<file path="src/spimsp_params.svh">
`ifndef SPIMSP_PARAMS_SVH
`define SPIMSP_PARAMS_SVH

// Register byte offsets
`define SPIMSP_STATUS_OFS 8'h00
`define SPIMSP_RX_OFS 8'h04
`define SPIMSP_TX_OFS 8'h08
`define SPIMSP_DIV_OFS 8'h0c
`define SPIMSP_CTRL_OFS 8'h10

// Control fields
`define SPIMSP_CTRL_EN 0
`define SPIMSP_CTRL_MASTER 1
`define SPIMSP_CTRL_CPOL 2
`define SPIMSP_CTRL_CPHA 3
`define SPIMSP_CTRL_RESET 8'h00
`define SPIMSP_DIV_RESET 8'h00

// Status fields
`define SPIMSP_STA_BUSY 0
`define SPIMSP_STA_TXLVL 1
`define SPIMSP_STA_RXLVL 4
`define SPIMSP_STA_RXOVF 7
`define SPIMSP_STA_TXFULL 8

// AXI responses
`define SPIMSP_RESP_OKAY 2'h0
`define SPIMSP_RESP_SLVERR 2'h2

// Byte width and FIFO depth
`define SPIMSP_BITS 8
`define SPIMSP_FIFO_DEPTH 4

`endif

</file>
<file path="src/spimsp_pkg.sv">
package spimsp_pkg;
    typedef enum logic [1:0] {
        SPIMSP_IDLE,
        SPIMSP_LEAD,
        SPIMSP_SHIFT,
        SPIMSP_TAIL
    } spimsp_phase_t;
endpackage

</file>
<file path="src/spimsp_top.sv">
// Overview of operation
// - Full duplex eight-bit transfers, serial rate up to 20 Mbps.
// - Master-in line is input as master, driven output as slave.
// - Master-out line is driven as master, input as slave.
// - Serial words are eight bits, most significant bit first.
// - One byte completes after exactly eight serial clock periods.
// - Serial clock driven as master, accepted as input as slave.
// - Master clock rate equals system clock over two times (divider plus one).
// - Master clock idle level and sample phase follow control settings.
// - Slave settings match external master; its clock at most 10 Mbps.
// - Launch on one edge, sample on the opposite edge.
// - Slave transfer starts on select low, shifts bytes until select high.
// - Master pulls select low at transfer start, high at completion.
// - Divider register is eight bits, read/write, resets to zero.
//
// Decided for this implementation: the AXI4-Lite interface to the registers and the address map.
`timescale 1ns/10ps
`include "spimsp_params.svh"
module spimsp_top #(
    parameter int FIFO_DEPTH = `SPIMSP_FIFO_DEPTH
) (
    input wire logic clk,
    input wire logic rst,
    input wire logic [7:0] s_axi_awaddr,
    input wire logic s_axi_awvalid,
    output logic s_axi_awready,
    input wire logic [31:0] s_axi_wdata,
    input wire logic [3:0] s_axi_wstrb,
    input wire logic s_axi_wvalid,
    output logic s_axi_wready,
    output logic [1:0] s_axi_bresp,
    output logic s_axi_bvalid,
    input wire logic s_axi_bready,
    input wire logic [7:0] s_axi_araddr,
    input wire logic s_axi_arvalid,
    output logic s_axi_arready,
    output logic [31:0] s_axi_rdata,
    output logic [1:0] s_axi_rresp,
    output logic s_axi_rvalid,
    input wire logic s_axi_rready,
    input wire logic sclkIn,
    output logic sclkOut,
    output logic sclkOe,
    input wire logic mosiIn,
    output logic mosiOut,
    output logic mosiOe,
    input wire logic misoIn,
    output logic misoOut,
    output logic misoOe,
    input wire logic selectInN,
    output logic selectOutN,
    output logic selectOe
);
    import spimsp_pkg::*;

    localparam int LW = $clog2(FIFO_DEPTH + 1);

    typedef struct packed {
        logic awHave;
        logic [7:0] awAddr;
        logic wHave;
        logic [31:0] wData;
        logic [3:0] wStrb;
        logic bvalid;
        logic [1:0] bresp;
        logic arready;
        logic rvalid;
        logic [31:0] rdata;
        logic [1:0] rresp;
        logic [7:0] ctrl;
        logic [7:0] div;
        logic rxOvf;
        spimsp_phase_t phase;
        logic [7:0] divCnt;
        logic [2:0] bitCnt;
        logic [7:0] txSh;
        logic [7:0] rxSh;
        logic sclk;
        logic csN;
        logic mosi;
        logic miso;
        logic sclkOe;
        logic mosiOe;
        logic misoOe;
        logic csOe;
        logic [2:0] pinsD;
        logic rxPush;
        logic [7:0] rxWord;
    } spimsp_state_t;

    spimsp_state_t st;
    spimsp_state_t next_st;

    logic txValid, txReady, txPop, txPush, rxValid, rxReady, rxPop, rxPushReady;
    logic [7:0] txData, rxData;
    logic [LW-1:0] txLevel, rxLevel;
    logic [2:0] pins;
    logic [2:0] pinIdle;
    logic enable, master, cpol, cpha;
    logic sSclk, sMosi, sSel;
    logic edgeRise, edgeFall, lead, trail, selFall, selRise;
    logic [31:0] statusWord;
    logic wrFire;
    logic [31:0] wMask;

    assign enable = st.ctrl[`SPIMSP_CTRL_EN];
    assign master = st.ctrl[`SPIMSP_CTRL_MASTER];
    assign cpol = st.ctrl[`SPIMSP_CTRL_CPOL];
    assign cpha = st.ctrl[`SPIMSP_CTRL_CPHA];

    // Pins from the far side: clock, data in, select (idle select is high)
    assign pinIdle = 3'b100;
    spimsp_sync #(.WIDTH(3)) u_sync (
        .clk(clk),
        .rst(rst),
        .async({selectInN, mosiIn, sclkIn} ^ pinIdle),
        .resetVal(pinIdle),
        .level(pins)
    );
    assign sSclk = pins[0];
    assign sMosi = pins[1];
    assign sSel = pins[2];

    // Slave edges relative to the idle level; select low starts a transfer
    assign edgeRise = (sSclk != st.pinsD[0]) && (sSclk != cpol);
    assign edgeFall = (sSclk != st.pinsD[0]) && (sSclk == cpol);
    // Lead launches and trail samples; phase one launches on the leading edge
    assign lead = cpha ? edgeRise : edgeFall;
    assign trail = cpha ? edgeFall : edgeRise;
    assign selFall = !sSel && st.pinsD[2];
    assign selRise = sSel && !st.pinsD[2];

    // Transmit bytes from software and received bytes to software
    spimsp_fifo #(.WIDTH(8), .DEPTH(FIFO_DEPTH)) u_txfifo (
        .clk(clk),
        .rst(rst),
        .inValid(txPush),
        .inReady(txReady),
        .inData(st.wData[7:0]),
        .outValid(txValid),
        .outReady(txPop),
        .outData(txData),
        .level(txLevel)
    );
    spimsp_fifo #(.WIDTH(8), .DEPTH(FIFO_DEPTH)) u_rxfifo (
        .clk(clk),
        .rst(rst),
        .inValid(st.rxPush),
        .inReady(rxPushReady),
        .inData(st.rxWord),
        .outValid(rxValid),
        .outReady(rxPop),
        .outData(rxData),
        .level(rxLevel)
    );

    assign statusWord = {23'h000000, !txReady, st.rxOvf, 3'(rxLevel), 3'(txLevel),
        st.phase != SPIMSP_IDLE};
    assign wrFire = st.awHave && st.wHave && !st.bvalid;
    assign wMask = {{8{st.wStrb[3]}}, {8{st.wStrb[2]}}, {8{st.wStrb[1]}}, {8{st.wStrb[0]}}};
    assign txPush = wrFire && (st.awAddr == `SPIMSP_TX_OFS) && st.wStrb[0] && txReady;
    assign rxPop = s_axi_arvalid && st.arready && (s_axi_araddr == `SPIMSP_RX_OFS) && rxValid;
    assign rxReady = rxPushReady;

    always_comb begin
        next_st = st;
        txPop = 1'b0;
        next_st.rxPush = 1'b0;
        next_st.pinsD = pins;

        // Write channel: address and data caught separately, answered together
        if (s_axi_awvalid && !st.awHave) begin
            next_st.awHave = 1'b1;
            next_st.awAddr = s_axi_awaddr;
        end
        if (s_axi_wvalid && !st.wHave) begin
            next_st.wHave = 1'b1;
            next_st.wData = s_axi_wdata;
            next_st.wStrb = s_axi_wstrb;
        end
        if (wrFire) begin
            next_st.awHave = 1'b0;
            next_st.wHave = 1'b0;
            next_st.bvalid = 1'b1;
            next_st.bresp = `SPIMSP_RESP_OKAY;
            unique case (st.awAddr)
                `SPIMSP_CTRL_OFS: begin
                    next_st.ctrl = (st.ctrl & ~wMask[7:0]) | (st.wData[7:0] & wMask[7:0]);
                end
                `SPIMSP_DIV_OFS: begin
                    next_st.div = (st.div & ~wMask[7:0]) | (st.wData[7:0] & wMask[7:0]);
                end
                `SPIMSP_TX_OFS: begin
                    // A full transmit queue drops the byte and reports an error
                    if (!txReady) begin
                        next_st.bresp = `SPIMSP_RESP_SLVERR;
                    end
                end
                `SPIMSP_STATUS_OFS, `SPIMSP_RX_OFS: begin
                    next_st.bresp = `SPIMSP_RESP_SLVERR;
                end
                default: begin
                    next_st.bresp = `SPIMSP_RESP_SLVERR;
                end
            endcase
        end
        if (st.bvalid && s_axi_bready) begin
            next_st.bvalid = 1'b0;
        end

        // Read channel: one read at a time, data from a register
        if (s_axi_arvalid && st.arready) begin
            next_st.arready = 1'b0;
            next_st.rvalid = 1'b1;
            next_st.rresp = `SPIMSP_RESP_OKAY;
            unique case (s_axi_araddr)
                `SPIMSP_STATUS_OFS: begin
                    next_st.rdata = statusWord;
                    next_st.rxOvf = 1'b0;
                end
                `SPIMSP_RX_OFS: next_st.rdata = {24'h000000, rxValid ? rxData : 8'h00};
                `SPIMSP_TX_OFS: next_st.rdata = 32'h00000000;
                `SPIMSP_DIV_OFS: next_st.rdata = {24'h000000, st.div};
                `SPIMSP_CTRL_OFS: next_st.rdata = {24'h000000, st.ctrl};
                default: begin
                    next_st.rdata = 32'h00000000;
                    next_st.rresp = `SPIMSP_RESP_SLVERR;
                end
            endcase
        end
        if (st.rvalid && s_axi_rready) begin
            next_st.rvalid = 1'b0;
        end
        // Ready whenever no answer is pending; a held request must not stall
        next_st.arready = !next_st.rvalid;

        // Pin directions follow the mode
        next_st.sclkOe = enable && master;
        next_st.mosiOe = enable && master;
        next_st.csOe = enable && master;
        next_st.misoOe = enable && !master && !sSel;

        unique case (st.phase)
            SPIMSP_IDLE: begin
                next_st.sclk = cpol;
                next_st.csN = 1'b1;
                next_st.divCnt = 8'h00;
                next_st.bitCnt = 3'h0;
                if (enable && master && txValid) begin
                    // Master starts one byte; select goes low first
                    txPop = 1'b1;
                    next_st.txSh = txData;
                    next_st.csN = 1'b0;
                    next_st.mosi = txData[7];
                    next_st.phase = SPIMSP_LEAD;
                end else if (enable && !master && selFall) begin
                    next_st.txSh = txValid ? txData : 8'h00;
                    txPop = txValid;
                    next_st.miso = txValid ? txData[7] : 1'b0;
                    next_st.phase = SPIMSP_SHIFT;
                end
            end
            SPIMSP_LEAD, SPIMSP_SHIFT: begin
                if (master) begin
                    // Each half period lasts div+1 system clocks
                    if (st.divCnt == st.div) begin
                        next_st.divCnt = 8'h00;
                        next_st.sclk = !st.sclk;
                        if ((st.sclk == cpol) != cpha) begin
                            // Sampling edge
                            next_st.rxSh = {st.rxSh[6:0], misoIn};
                            if (cpha) begin
                                next_st.bitCnt = st.bitCnt + 3'h1;
                                if (st.bitCnt == 3'h7) begin
                                    next_st.rxPush = 1'b1;
                                    next_st.rxWord = {st.rxSh[6:0], misoIn};
                                    next_st.phase = SPIMSP_TAIL;
                                end
                            end
                        end else begin
                            // Launch edge
                            if (!cpha) begin
                                next_st.bitCnt = st.bitCnt + 3'h1;
                                if (st.bitCnt == 3'h7) begin
                                    next_st.sclk = cpol;
                                    next_st.rxPush = 1'b1;
                                    next_st.rxWord = st.rxSh;
                                    next_st.phase = SPIMSP_TAIL;
                                end else begin
                                    next_st.txSh = {st.txSh[6:0], 1'b0};
                                    next_st.mosi = st.txSh[6];
                                end
                            end else begin
                                next_st.mosi = st.txSh[7];
                                next_st.txSh = {st.txSh[6:0], 1'b0};
                            end
                        end
                    end else begin
                        next_st.divCnt = st.divCnt + 8'h01;
                    end
                end else begin
                    // Slave: external clock, select bounds the transfer
                    if (selRise || !enable) begin
                        next_st.phase = SPIMSP_IDLE;
                    end else if (trail) begin
                        next_st.rxSh = {st.rxSh[6:0], sMosi};
                        next_st.bitCnt = st.bitCnt + 3'h1;
                        if (st.bitCnt == 3'h7) begin
                            next_st.rxPush = 1'b1;
                            next_st.rxWord = {st.rxSh[6:0], sMosi};
                            if (txValid) begin
                                txPop = 1'b1;
                                next_st.txSh = txData;
                                if (cpha) begin
                                    next_st.miso = st.miso;
                                end else begin
                                    next_st.miso = txData[7];
                                end
                            end else begin
                                next_st.txSh = 8'h00;
                            end
                        end
                    end else if (lead) begin
                        if (cpha) begin
                            next_st.miso = st.txSh[7];
                            next_st.txSh = {st.txSh[6:0], 1'b0};
                        end else if (st.bitCnt != 3'h0) begin
                            next_st.miso = st.txSh[6];
                            next_st.txSh = {st.txSh[6:0], 1'b0};
                        end
                    end
                end
            end
            SPIMSP_TAIL: begin
                // Hold select low for one half period, then release
                next_st.sclk = cpol;
                if (st.divCnt == st.div) begin
                    next_st.csN = 1'b1;
                    next_st.phase = SPIMSP_IDLE;
                end else begin
                    next_st.divCnt = st.divCnt + 8'h01;
                end
            end
        endcase

        // Full receive queue loses the new byte and flags it
        if (st.rxPush && !rxReady) begin
            next_st.rxOvf = 1'b1;
        end
    end

    always_ff @(posedge clk) begin
        if (rst) begin
            st <= '0;
            st.ctrl <= `SPIMSP_CTRL_RESET;
            st.div <= `SPIMSP_DIV_RESET;
            st.csN <= 1'b1;
            st.phase <= SPIMSP_IDLE;
            st.pinsD <= 3'b100;
        end else begin
            st <= next_st;
        end
    end

    // Every output straight from the state register
    assign s_axi_awready = !st.awHave;
    assign s_axi_wready = !st.wHave;
    assign s_axi_bresp = st.bresp;
    assign s_axi_bvalid = st.bvalid;
    assign s_axi_arready = st.arready;
    assign s_axi_rdata = st.rdata;
    assign s_axi_rresp = st.rresp;
    assign s_axi_rvalid = st.rvalid;
    assign sclkOut = st.sclk;
    assign sclkOe = st.sclkOe;
    assign mosiOut = st.mosi;
    assign mosiOe = st.mosiOe;
    assign misoOut = st.miso;
    assign misoOe = st.misoOe;
    assign selectOutN = st.csN;
    assign selectOe = st.csOe;
endmodule

</file>
<file path="src/spimsp_fifo.sv">
`timescale 1ns/10ps
module spimsp_fifo #(
    parameter int WIDTH = 8,
    parameter int DEPTH = 4
) (
    input wire logic clk,
    input wire logic rst,
    input wire logic inValid,
    output logic inReady,
    input wire logic [WIDTH-1:0] inData,
    output logic outValid,
    input wire logic outReady,
    output logic [WIDTH-1:0] outData,
    output logic [$clog2(DEPTH+1)-1:0] level
);
    localparam int AW = (DEPTH > 1) ? $clog2(DEPTH) : 1;
    localparam int CW = $clog2(DEPTH + 1);

    typedef struct packed {
        logic [DEPTH-1:0][WIDTH-1:0] mem;
        logic [AW-1:0] wp;
        logic [AW-1:0] rp;
        logic [CW-1:0] cnt;
        logic [WIDTH-1:0] dout;
        logic dvalid;
    } spimsp_fifo_st_t;

    spimsp_fifo_st_t st;
    spimsp_fifo_st_t next_st;
    logic push;
    logic pop;
    logic load;

    // Output word stays registered; one entry is held in the output stage
    always_comb begin
        next_st = st;
        push = inValid && inReady;
        pop = outValid && outReady;
        load = (st.cnt != '0) && (!st.dvalid || pop);
        if (push) begin
            next_st.mem[st.wp] = inData;
            next_st.wp = (st.wp == AW'(DEPTH - 1)) ? '0 : st.wp + 1'b1;
        end
        if (load) begin
            next_st.dout = st.mem[st.rp];
            next_st.rp = (st.rp == AW'(DEPTH - 1)) ? '0 : st.rp + 1'b1;
            next_st.dvalid = 1'b1;
        end else if (pop) begin
            next_st.dvalid = 1'b0;
        end
        next_st.cnt = st.cnt + CW'(push) - CW'(load);
    end

    always_ff @(posedge clk) begin
        if (rst) begin
            st <= '0;
        end else begin
            st <= next_st;
        end
    end

    // Output stage counts as part of the depth, so full is honest
    assign inReady = (CW'(st.cnt) + CW'(st.dvalid)) < CW'(DEPTH);
    assign outValid = st.dvalid;
    assign outData = st.dout;
    assign level = st.cnt + CW'(st.dvalid);
endmodule

</file>
<file path="src/spimsp_sync.sv">
`timescale 1ns/10ps
module spimsp_sync #(
    parameter int WIDTH = 3
) (
    input wire logic clk,
    input wire logic rst,
    input wire logic [WIDTH-1:0] async,
    input wire logic [WIDTH-1:0] resetVal,
    output logic [WIDTH-1:0] level
);
    typedef struct packed {
        logic [WIDTH-1:0] s1;
        logic [WIDTH-1:0] s2;
        logic [WIDTH-1:0] s3;
        logic [WIDTH-1:0] lvl;
    } spimsp_sync_st_t;

    spimsp_sync_st_t st;
    spimsp_sync_st_t next_st;

    // Three stages; the level moves only when stage two and three agree
    always_comb begin
        next_st = st;
        next_st.s1 = async;
        next_st.s2 = st.s1;
        next_st.s3 = st.s2;
        for (int i = 0; i < WIDTH; i++) begin
            if (st.s2[i] == st.s3[i]) begin
                next_st.lvl[i] = st.s3[i];
            end
        end
    end

    // Reset clears every stage to zero; idle levels come from the resetVal port at the output
    always_ff @(posedge clk) begin
        if (rst) begin
            st <= '0;
        end else begin
            st <= next_st;
        end
    end

    assign level = st.lvl ^ resetVal;
endmodule

</file>
<file path="config.mk">
export PLATFORM = sky130hd
export DESIGN_NAME = spimsp_top
export DESIGN_NICKNAME = d
export VERILOG_FILES = /design/src/spimsp_pkg.sv /design/src/spimsp_top.sv /design/src/spimsp_fifo.sv /design/src/spimsp_sync.sv
export VERILOG_INCLUDE_DIRS = /design/src /design/src/src
export SDC_FILE = /design/constraint.sdc
export NUM_CORES = 1
export LEC_CHECK = 0
export BUFFER_PORTS_ARGS = -buffer_cell sky130_fd_sc_hd__buf_4
export CAP_MARGIN = 0
export CORE_ASPECT_RATIO = 1.75
export CORE_UTILIZATION = 55
export DETAILED_ROUTE_END_ITERATION = 10
export GPL_TIMING_DRIVEN = 0
export HOLD_SLACK_MARGIN = 0.03
export PLACE_DENSITY = 0.75
export SETUP_SLACK_MARGIN = 0.05
export SLEW_MARGIN = 10
export SYNTH_ARGS = -nofsm -noshare
export SYNTH_HDL_FRONTEND = slang
export SYNTH_HIERARCHICAL = 1
export SYNTH_SLANG_ARGS = --single-unit
</file>
<file path="constraint.sdc">
create_clock -name clk -period 4.4 [get_ports clk]
set_clock_uncertainty 0.1 [all_clocks]
set_input_delay 0.88 -clock clk [delete_from_list [all_inputs] [get_ports clk]]
set_output_delay 0.88 -clock clk [all_outputs]
set_load 0.03 [all_outputs]
</file>
==> Yosys cells after proc, flatten, opt, wreduce, memory -nomap -nowiden <==
Cells that the tools add are included.
{ "word_totals": {"ff_bits": 230, "latch_bits": 0, "ramBits": 0, "mem_bits_ro": 0, "input_bits": 63, "output_inout_bits": 49, "n_memories": 0} }
{ "classes": {"add_sub_neg": 12, "multipliers": 0, "div_mod_pow": 0, "magnitude_cmp": 8, "eq_ne": 58, "shifts": 0, "muxes": 109, "n_bitwise": 9, "n_reduce_logical": 80} }
{ "op_table": {"columns": ["cell", "count"], "rows": [
  ["8-bit two-way mux", 21],
  ["9-bit two-way mux", 10],
  ["32-bit bitwise mux", 2],
  ["1-bit two-way mux", 39],
  ["19-bit two-way mux", 2],
  ["9-bit one-hot mux with 4 select lines", 1],
  ["35-bit two-way mux", 1],
  ["2-bit two-way mux", 17],
  ["3-bit != test, second input constant", 11],
  ["8-bit binary-select mux with 2-bit select", 2],
  ["8-bit demux with 2-bit select", 2],
  ["8-bit by 4-bit equality test with 1-bit output, second input constant", 4],
  ["1-bit logical AND", 30],
  ["10-bit one-hot mux with 3 select lines", 1],
  ["8-bit AND", 3],
  ["4-bit != test, second input constant", 6],
  ["2-bit != test, second input constant", 11],
  ["11-bit one-hot mux with 2 select lines", 1],
  ["20-bit two-way mux", 1],
  ["2-bit nonzero test", 10],
  ["6-bit AND reduction", 3],
  ["9-bit AND reduction", 2],
  ["8-bit by 5-bit equality test with 1-bit output, second input constant", 2],
  ["8-bit OR", 2],
  ["other kinds (33)", 92]
]} }

==> Longest topological paths before layout <==
Gate-level depths: netlist of run 1.
{ "depth": {"word_depth": 11, "depth_mapped": 17} }

==> Cells and area by module <==
The synthesis of run 1 kept the hierarchy.
{ "by_module_without_submodules": {"columns": ["module", "instances", "cells_per_inst", "area_each_um2"], "rows": [
  ["spimsp_top", 1, 626, 5383.9],
  ["spimsp_fifo", 2, 221, 2319.7],
  ["spimsp_sync", 1, 34, 404.1]
]} }

==> Worst setup path after synthesis of run 1 <==
Ideal clock, no wire load.
{ "synth_path": {"path_type": "input -> register", "from": "input port s_axi_araddr[1]", "to": "register u_rxfifo/st[11] (netlist name)", "setup_ns": 0.128, "arrival_ns": 3.641, "setup_slack_ns": 0.532, "path_stages": 16, "path_buffers": 3, "path_cell_list": "or4_1 clkbuf_1 nor4b_2 and3b_1 clkbuf_2 nor2b_1 nor2b_1 clkbuf_1 nor2_1 ha_1 inv_1 ha_1 fa_1 xnor2_1 xnor2_1 nor2_1"} }
{ "synth_via": {"elab_chain_cells": 7} }
{ "synth_lines": {"columns": ["item", "line", "source"], "rows": [
  ["start: declaration", "spimsp_top.sv:34", "input wire logic [7:0] s_axi_araddr,"],
  ["8-bit by 3-bit equality test with 1-bit output", null, null],
  ["1-bit logical AND (2 in a row)", "spimsp_top.sv:162", "assign rxPop = s_axi_arvalid && st.arready && (s_axi_araddr == `SPIMSP_RX_OFS) && rxValid;"],
  ["net rxPop", "spimsp_top.sv:94", "logic txValid, txReady, txPop, txPush, rxValid, rxReady, rxPop, rxPushReady;"],
  ["1-bit logical AND", "spimsp_fifo.sv:38", "pop = outValid && outReady;"],
  ["1-bit logical OR", "spimsp_fifo.sv:39", "load = (st.cnt != '0) && (!st.dvalid || pop);"],
  ["1-bit logical AND", "spimsp_fifo.sv:39", null],
  ["net u_rxfifo.load", "spimsp_fifo.sv:32", "logic load;"],
  ["3-bit by 1-bit subtractor with 3-bit output", "spimsp_fifo.sv:51", "next_st.cnt = st.cnt + CW'(push) - CW'(load);"],
  ["end signal: assignment", "spimsp_fifo.sv:58", "st <= next_st;"],
  ["end: declaration", "spimsp_fifo.sv:28", "spimsp_fifo_st_t st;"]
]} }
The timed path passes the listed nets, and every way through them passes these cells.
A chain may end at the register's enable or synchronous reset.

==> summary.txt, run 1 <==
Final ANT Viol Nets -> 0
Comb power frac -> 0.198
synthesized area -> 0.01043 mm2
yosys warns -> 6
cell breakdown of the critical path -> buf_2, xor2_2, mux2_2, buf_2, nor3_4, a31oi_1, nor3b_1, nor2b_1, clkbuf_1, nor2_1, ha_1, inv_1, ha_1, fa_1, xnor2_1, xnor2_1, nor2_1
Die ar. -> 0.01954 mm2
routed wire length -> 25,770 um
layout filler cell count -> 1,566
R2R Setup Slk -> 0.38 ns
drt drc -> 0
max-slew violations -> 0
io pins -> 112
Yosys top cell area share -> 0.3916
Cell variety after synth -> 81
Final GP Congestion -> 0.9416
clock slew at the register clock pins of the worst setup and hold paths -> 0.06 ns
worst reg-to-reg path cell count -> 17
Initial DRT Pass Iterations -> 5
placed cells -> 1,425
CTS Buf Count -> 20
Detailed Place HPWL -> 19,270 um
Clock Sinks -> 204
total number of vias -> 8,325
status -> finished clean
RSZ-0062 raised after global routing -> no
# Post-CTS Setup Buffers -> 0
asr flop ratio synth -> 0
Seq/Total Area, Yosys -> 0.3916
Starting Density -> 0.5612
Leak -> 0.004835 uW
number of port buffers -> 59
CTS H-tree depth -> 1
Avg Vias per Cell -> 5.710
WP data arrival -> 4.30 ns
Worst Setup End Kind -> register
Internal Power -> 3212 uW
die height -> 184.2 um
Main synth FF type -> dfxtp_1
layout cells sized above 1 -> 0.1910
Clk pwr share -> 0.363
power density cells -> 381.3 mW/mm2
1st-iter DRT viols -> 342
Nets -> 1,300
syn avg cell area -> 9.462 um2
global-route wire length before repair -> 41,480 um
Max Freq -> 0.2489 GHz
startpoint types -> register
Hold/Removal Path Class -> reg -> reg
Sequential Power Share -> 0.439
max_slew headroom -> 0.2545
row count -> 66
CTS tree -> yes
most frequent cell after synthesis -> dfxtp_1
number of synthesized flops with an enable pin -> 0
fin cells -> 1,458
Tmin final -> 4.018 ns
GRT Total Usage -> 0.2681
Skew-Pair Late Insertion Delay -> 0.51 ns
switch share -> 0.2925
largest net degree at the start of global routing -> 15
Routed wire per std cell -> 17.67 um
Worst Hold Depth -> 1
top cells by area, synth -> dfxtp_1 39%, mux2i_1 10%, nand2b_1 5.2%
setup tns final -> 0 ns
Synth top cells by count -> 204 x dfxtp_1, 104 x mux2i_1, 86 x nand2b_1
cell taking the most area after synthesis -> dfxtp_1
peak supply drop -> 0.0003186 V
maximum clock path buffer count -> 3
cts hold-fix bufs -> 0
FF+latch count, synth -> 204
Area Growth Syn to Fin -> 14.17%
Max FO, Critical Path -> 10
max-cap check violation count -> 0
fin area -> 0.01191 mm2
slowest cell delay on critical path -> 0.40 ns
n_diodes -> 0
WS Path Type -> reg -> reg
cell count after synthesis -> 1,102
Worst-Margin Slew -> 1.111 ns
die width -> 106.1 um
CTS Root Cell -> clkbuf_16
Core Area -> 0.01858 mm2
number of global-route vias before repair -> 8,206
P_sw -> 1328 uW
endpoints failing hold -> 0
Final period util -> 0.9131
total congestion overflow -> 0
initial antenna violation count -> 0
Slowest cell on crit path -> mux2_2
DP Area -> 0.01127 mm2
setup violators final -> 0
Critical Path RT -> 4.69 ns
## layout make-up
cell class | instances | area (um2) | area share
multi-input combinational | 774 | 5628 | 0.4727
sequential | 204 | 4084 | 0.3430
buffer | 120 | 709.4 | 0.05959
clock buffer | 30 | 598.1 | 0.05024
timing repair buffer | 59 | 442.9 | 0.03720
tap | 238 | 297.8 | 0.02501
inverter | 30 | 112.6 | 0.009459
clock inverter | 3 | 32.53 | 0.002733
## through the flow
step	hold slack, ns	power, uW	setup slack, ns	utilization
detailed placement	0.3295	2922	0.06789	0.6063
global placement	0.3159	2909	0.1181	0.6063
floorplan	0.3138	2686	0.5319	-
CTS	0.3438	4570	0.1991	0.6403
finish	0.3388	4540	0.3825	0.6407
global route	0.3600	4748	0.07051	0.6407
## cells in the final DEF (no fill, tap or decap), drive strengths merged, types with 4 or more instances in the layout
master  instances
nor2b          30
a21oi          70
nand3          57
o31ai           5
and3            4
mux4           16
a211oi          8
a221oi          9
o32a            6
o21ai          41
o21a            4
or4            11
mux2i         104
clkbuf         68
a311oi          4
ha             26
a22o            7
xnor2          19
nand4           5
dfxtp         204
buf           141
nor3b           7
conb           28
mux2           10
o211ai          9
and2            6
nor3           34
xor2            5
nand2          60
inv            29
nor2           53
nand2b         86
a21o           10
## final timing paths
path	from	endpoint
max	register	u_txfifo/st[11]
min	u_sync/next_st[7]	u_sync/next_st[4]
max reg2reg	register	u_txfifo/st[11]
min reg2reg	u_sync/next_st[7]	u_sync/next_st[4]
## state kept, by name, indices dropped and copies added (netlist names), 6 cells and up, named ones only
signal,count
st,60
u_txfifo/st,39
u_rxfifo/st,39
s_axi_rdata,9
u_sync/next_st,6
u_sync/st,6
u_rxfifo/outData,8
u_txfifo/outData,8
## logic make-up (layout without fill, tap and decap cells)
group	after synthesis	count (layout)	synth area share
other	2	28	0.0007202
muxes	130	130	0.1452
xor gates and xnor gates	25	25	0.02856
and+or+nand+nor	371	371	0.1998
buffers and inverters	150	242	0.07871
adders and majority gates	28	28	0.03504
AOI/OAI and AO/OA	192	192	0.1204
DFF	204	204	0.3916
## metal layers
| metal | vias to the layer above | wire [um] | GRT usage |
|---|---|---|---|
| met5 | - | 0 | 0 |
| met4 | 0 | 1848 | 0.1739 |
| met3 | 101 | 802 | 0.03041 |
| met2 | 212 | 13760 | 0.5150 |
| met1 | 3977 | 9356 | 0.2679 |
| li1 | 4035 | - | - |
## worst max-delay path: cells and delay by family, from the launching register on
kind | cells | cell delay, ns
and+or+nand+nor | 5 | 0.93
buffers and inverters | 4 | 0.72
adders and majority gates | 3 | 0.68
xor gates and xnor gates | 3 | 0.58
muxes | 1 | 0.40
DFF | 1 | 0.30
AOI/OAI and AO/OA | 1 | 0.18
## power groups by stage
| stage | registers, uW | clock network (uW) | logic (uW) |
|---|---|---|---|
| after global routing | 2000 | 1750 | 994 |
| after detailed placement | 2030 | 0 | 891 |
| after global placement | 2030 | 0 | 880 |
| final | 1990 | 1650 | 898 |
| after CTS | 1990 | 1680 | 898 |
| after floorplan | 2020 | 0 | 668 |
## timing repair
action,4_1_cts,5_1_grt
setup endpoints to repair,0,2
endpoints found under the hold margin,0,0
gates resized for setup,0,3
Power figures use the tool's default switching activity.
==> inputs of run 2 (changes only) <==
--- a/config.mk
+++ b/config.mk
@@ -7,13 +7,13 @@
 export NUM_CORES = 1
 export LEC_CHECK = 0
 export BUFFER_PORTS_ARGS = -buffer_cell sky130_fd_sc_hd__buf_4
-export CAP_MARGIN = 0
+export CAP_MARGIN = 30
 export CORE_ASPECT_RATIO = 1.75
-export CORE_UTILIZATION = 55
+export CORE_UTILIZATION = 59
 export DETAILED_ROUTE_END_ITERATION = 10
 export GPL_TIMING_DRIVEN = 0
 export HOLD_SLACK_MARGIN = 0.03
-export PLACE_DENSITY = 0.75
+export PLACE_DENSITY = 0.8
 export SETUP_SLACK_MARGIN = 0.05
 export SLEW_MARGIN = 10
 export SYNTH_ARGS = -nofsm -noshare
==> constraint.sdc (replaced) <==
create_clock -name clk -period 4.4 [get_ports clk]
set_clock_uncertainty 0.1 [all_clocks]
set_input_delay 0.88 -clock clk [delete_from_list [all_inputs] [get_ports clk]]
set_output_delay 0.88 -clock clk [all_outputs]
set_load 0.005 [all_outputs]
==> run 2 against run 1 <==
  * Count of clock-buffer cells in the layout down 5
  * Largest cell class unchanged
  * Sequential power is essentially flat
  * First-iteration DRC count rose by 16%
  * Largest power group unchanged
  * Highest routed layer unchanged
  * Critical path depth unchanged
  * Design area is 0.89% higher
  * Hold slack better by 0.00082 ns
  * Setup slack got worse by 0.0021 ns
  * Critical path type unchanged
  * Fmax barely moved
==> summary.txt, run 2 (synthesized netlist as in run 1, its figures left out) <==
Slowest cell on crit path -> clkbuf_1
startpoint types -> register
row count -> 64
Top reg by flops -> st
Detailed Place HPWL -> 19,400 um
setup violators final -> 0
initial antenna violation count -> 0
worst reg-to-reg path cell count -> 17
final core utilization -> 0.6912
maximum clock path buffer count -> 3
number of port buffers -> 59
Worst Hold Depth -> 1
number of global-route vias before repair -> 8,570
Nets -> 1,302
clock slew at the register clock pins of the worst setup and hold paths -> 0.06 ns
CTS Buf Count -> 20
power density cells -> 396.0 mW/mm2
peak supply drop -> 0.0004046 V
Worst Min Path Start -> u_sync/next_st[7]
Leak -> 0.004895 uW
Worst R2R End -> u_txfifo/st[11]
max-cap check violation count -> 0
status -> finished clean
Routed wire per std cell -> 17.70 um
worst setup margin -> 0.3804 ns
cts hold-fix bufs -> 0
max-slew violations -> 0
Worst Setup SP -> st[48]
die height -> 177.9 um
setup tns final -> 0 ns
Die ar. -> 0.01823 mm2
Hold EP -> u_sync/next_st[4]
drt drc -> 0
gr busiest metal -> met2
cell breakdown of the critical path -> inv_1, ha_1, clkbuf_1, clkbuf_1, clkbuf_2, a31oi_1, nor3b_1, nor2b_1, clkbuf_1, nor2_1, ha_1, inv_1, ha_1, fa_1, xnor2_1, xnor2_1, nor2_1
GRT Total Usage -> 0.2915
total number of vias -> 8,339
max reg flops -> 60
Area Growth Syn to Fin -> 15.19%
Skew-Pair Late Insertion Delay -> 0.51 ns
DP Area -> 0.01126 mm2
WS Path Type -> reg -> reg
total congestion overflow -> 0
Final period util -> 0.9135
1st-iter DRT viols -> 398
Max FO, Critical Path -> 10
CTS Root Cell -> clkbuf_16
Final ANT Viol Nets -> 0
most common cell after layout, fill and taps aside -> dfxtp_1
global-route wire length before repair -> 41,320 um
io pins -> 112
fin area -> 0.01201 mm2
RR Startpoint -> st[48]
Max Freq -> 0.2488 GHz
max_slew headroom -> 0.4159
Core Area -> 0.01738 mm2
WP data arrival -> 4.31 ns
slowest cell delay on critical path -> 0.39 ns
layout cells sized above 1 -> 0.1951
DP Worst Slack -> 0.1505 ns
largest net degree at the start of global routing -> 16
routed wire length -> 25,780 um
Final GP Congestion -> 0.9488
Starting Density -> 0.6001
biggest regs -> st x60, u_rxfifo/st x39, u_txfifo/st x39
Hold/Removal Path Class -> reg -> reg
Initial DRT Pass Iterations -> 6
die width -> 102.5 um
RSZ-0062 raised after global routing -> no
Clock Sinks -> 204
n_diodes -> 0
endpoints failing hold -> 0
Critical Path RT -> 4.69 ns
met2 usage -> 0.5414
GR Util met3 -> 0.04175
Worst Setup End Kind -> register
Avg Vias per Cell -> 5.727
R2R Setup Slk -> 0.38 ns
Worst-Margin Slew -> 0.8762 ns
grt met1 use -> 0.2813
CTS tree -> yes
most frequent cells in the layout -> 204 x dfxtp_1, 115 x buf_4, 104 x mux2i_1, 86 x nand2b_1, 66 x a21oi_1
Tmin final -> 4.020 ns
CTS H-tree depth -> 1
-- run 2: metal layers --
layer,up-vias,share of wire,routed length (um)
met5,-,0,0
met4,0,0.070,1794
met3,92,0.039,1011
met2,216,0.54,13900
met1,4007,0.35,9071
li1,4024,-,-
-- run 2: repair_timing --
item / 4_1_cts / 5_1_grt
setup buffers: 0 / 1
gates resized for setup: 0 / 3
setup endpoints to repair: 0 / 1
-- run 2: through the flow --
step                total power [uW]  cells  hold WS (ns)
floorplan                       2651   1128        0.3138
global placement                2869   1418        0.3169
detailed placement              2885   1419        0.3293
CTS                             4781   1455        0.3448
global route                    4950   1456        0.3574
finish                          4756   1456        0.3396
-- run 2: report_power, final --
part | internal, uW | switching (uW)
sequential | 1920 | 76.1
clock | 1170 | 730
combinational | 352 | 512
-- run 2: worst max-delay path by stage --
stage                                 end  slack [ns]
after global placement    u_rxfifo/st[11]        0.13
after CTS                 u_txfifo/st[11]        0.18
after floorplan           u_rxfifo/st[11]        0.53
final                     u_txfifo/st[11]        0.38
after detailed placement  u_rxfifo/st[11]        0.15
after global routing      u_txfifo/st[11]        0.09
-- run 2: final cells by class --
cell class                      count  area, um2
Fill cell                        1394       5365
Buffer                            120      709.4
Inverter                           30      112.6
Clock inverter                     11      193.9
Multi-Input combinational cell    774       5628
Tap cell                          231      289.0
Sequential cell                   204       4084
Timing Repair Buffer               61      455.4
Clock buffer                       25      539.3
-- run 2: worst max-delay path: cells and delay by family, from the launching register on --
family                     cells  cell delay, ns
AOI/OAI and AO/OA              1            0.16
xor gates and xnor gates       2            0.35
adders and majority gates      4            0.97
buffers and inverters          6            1.36
DFF                            1            0.38
and+or+nand+nor                4            0.56
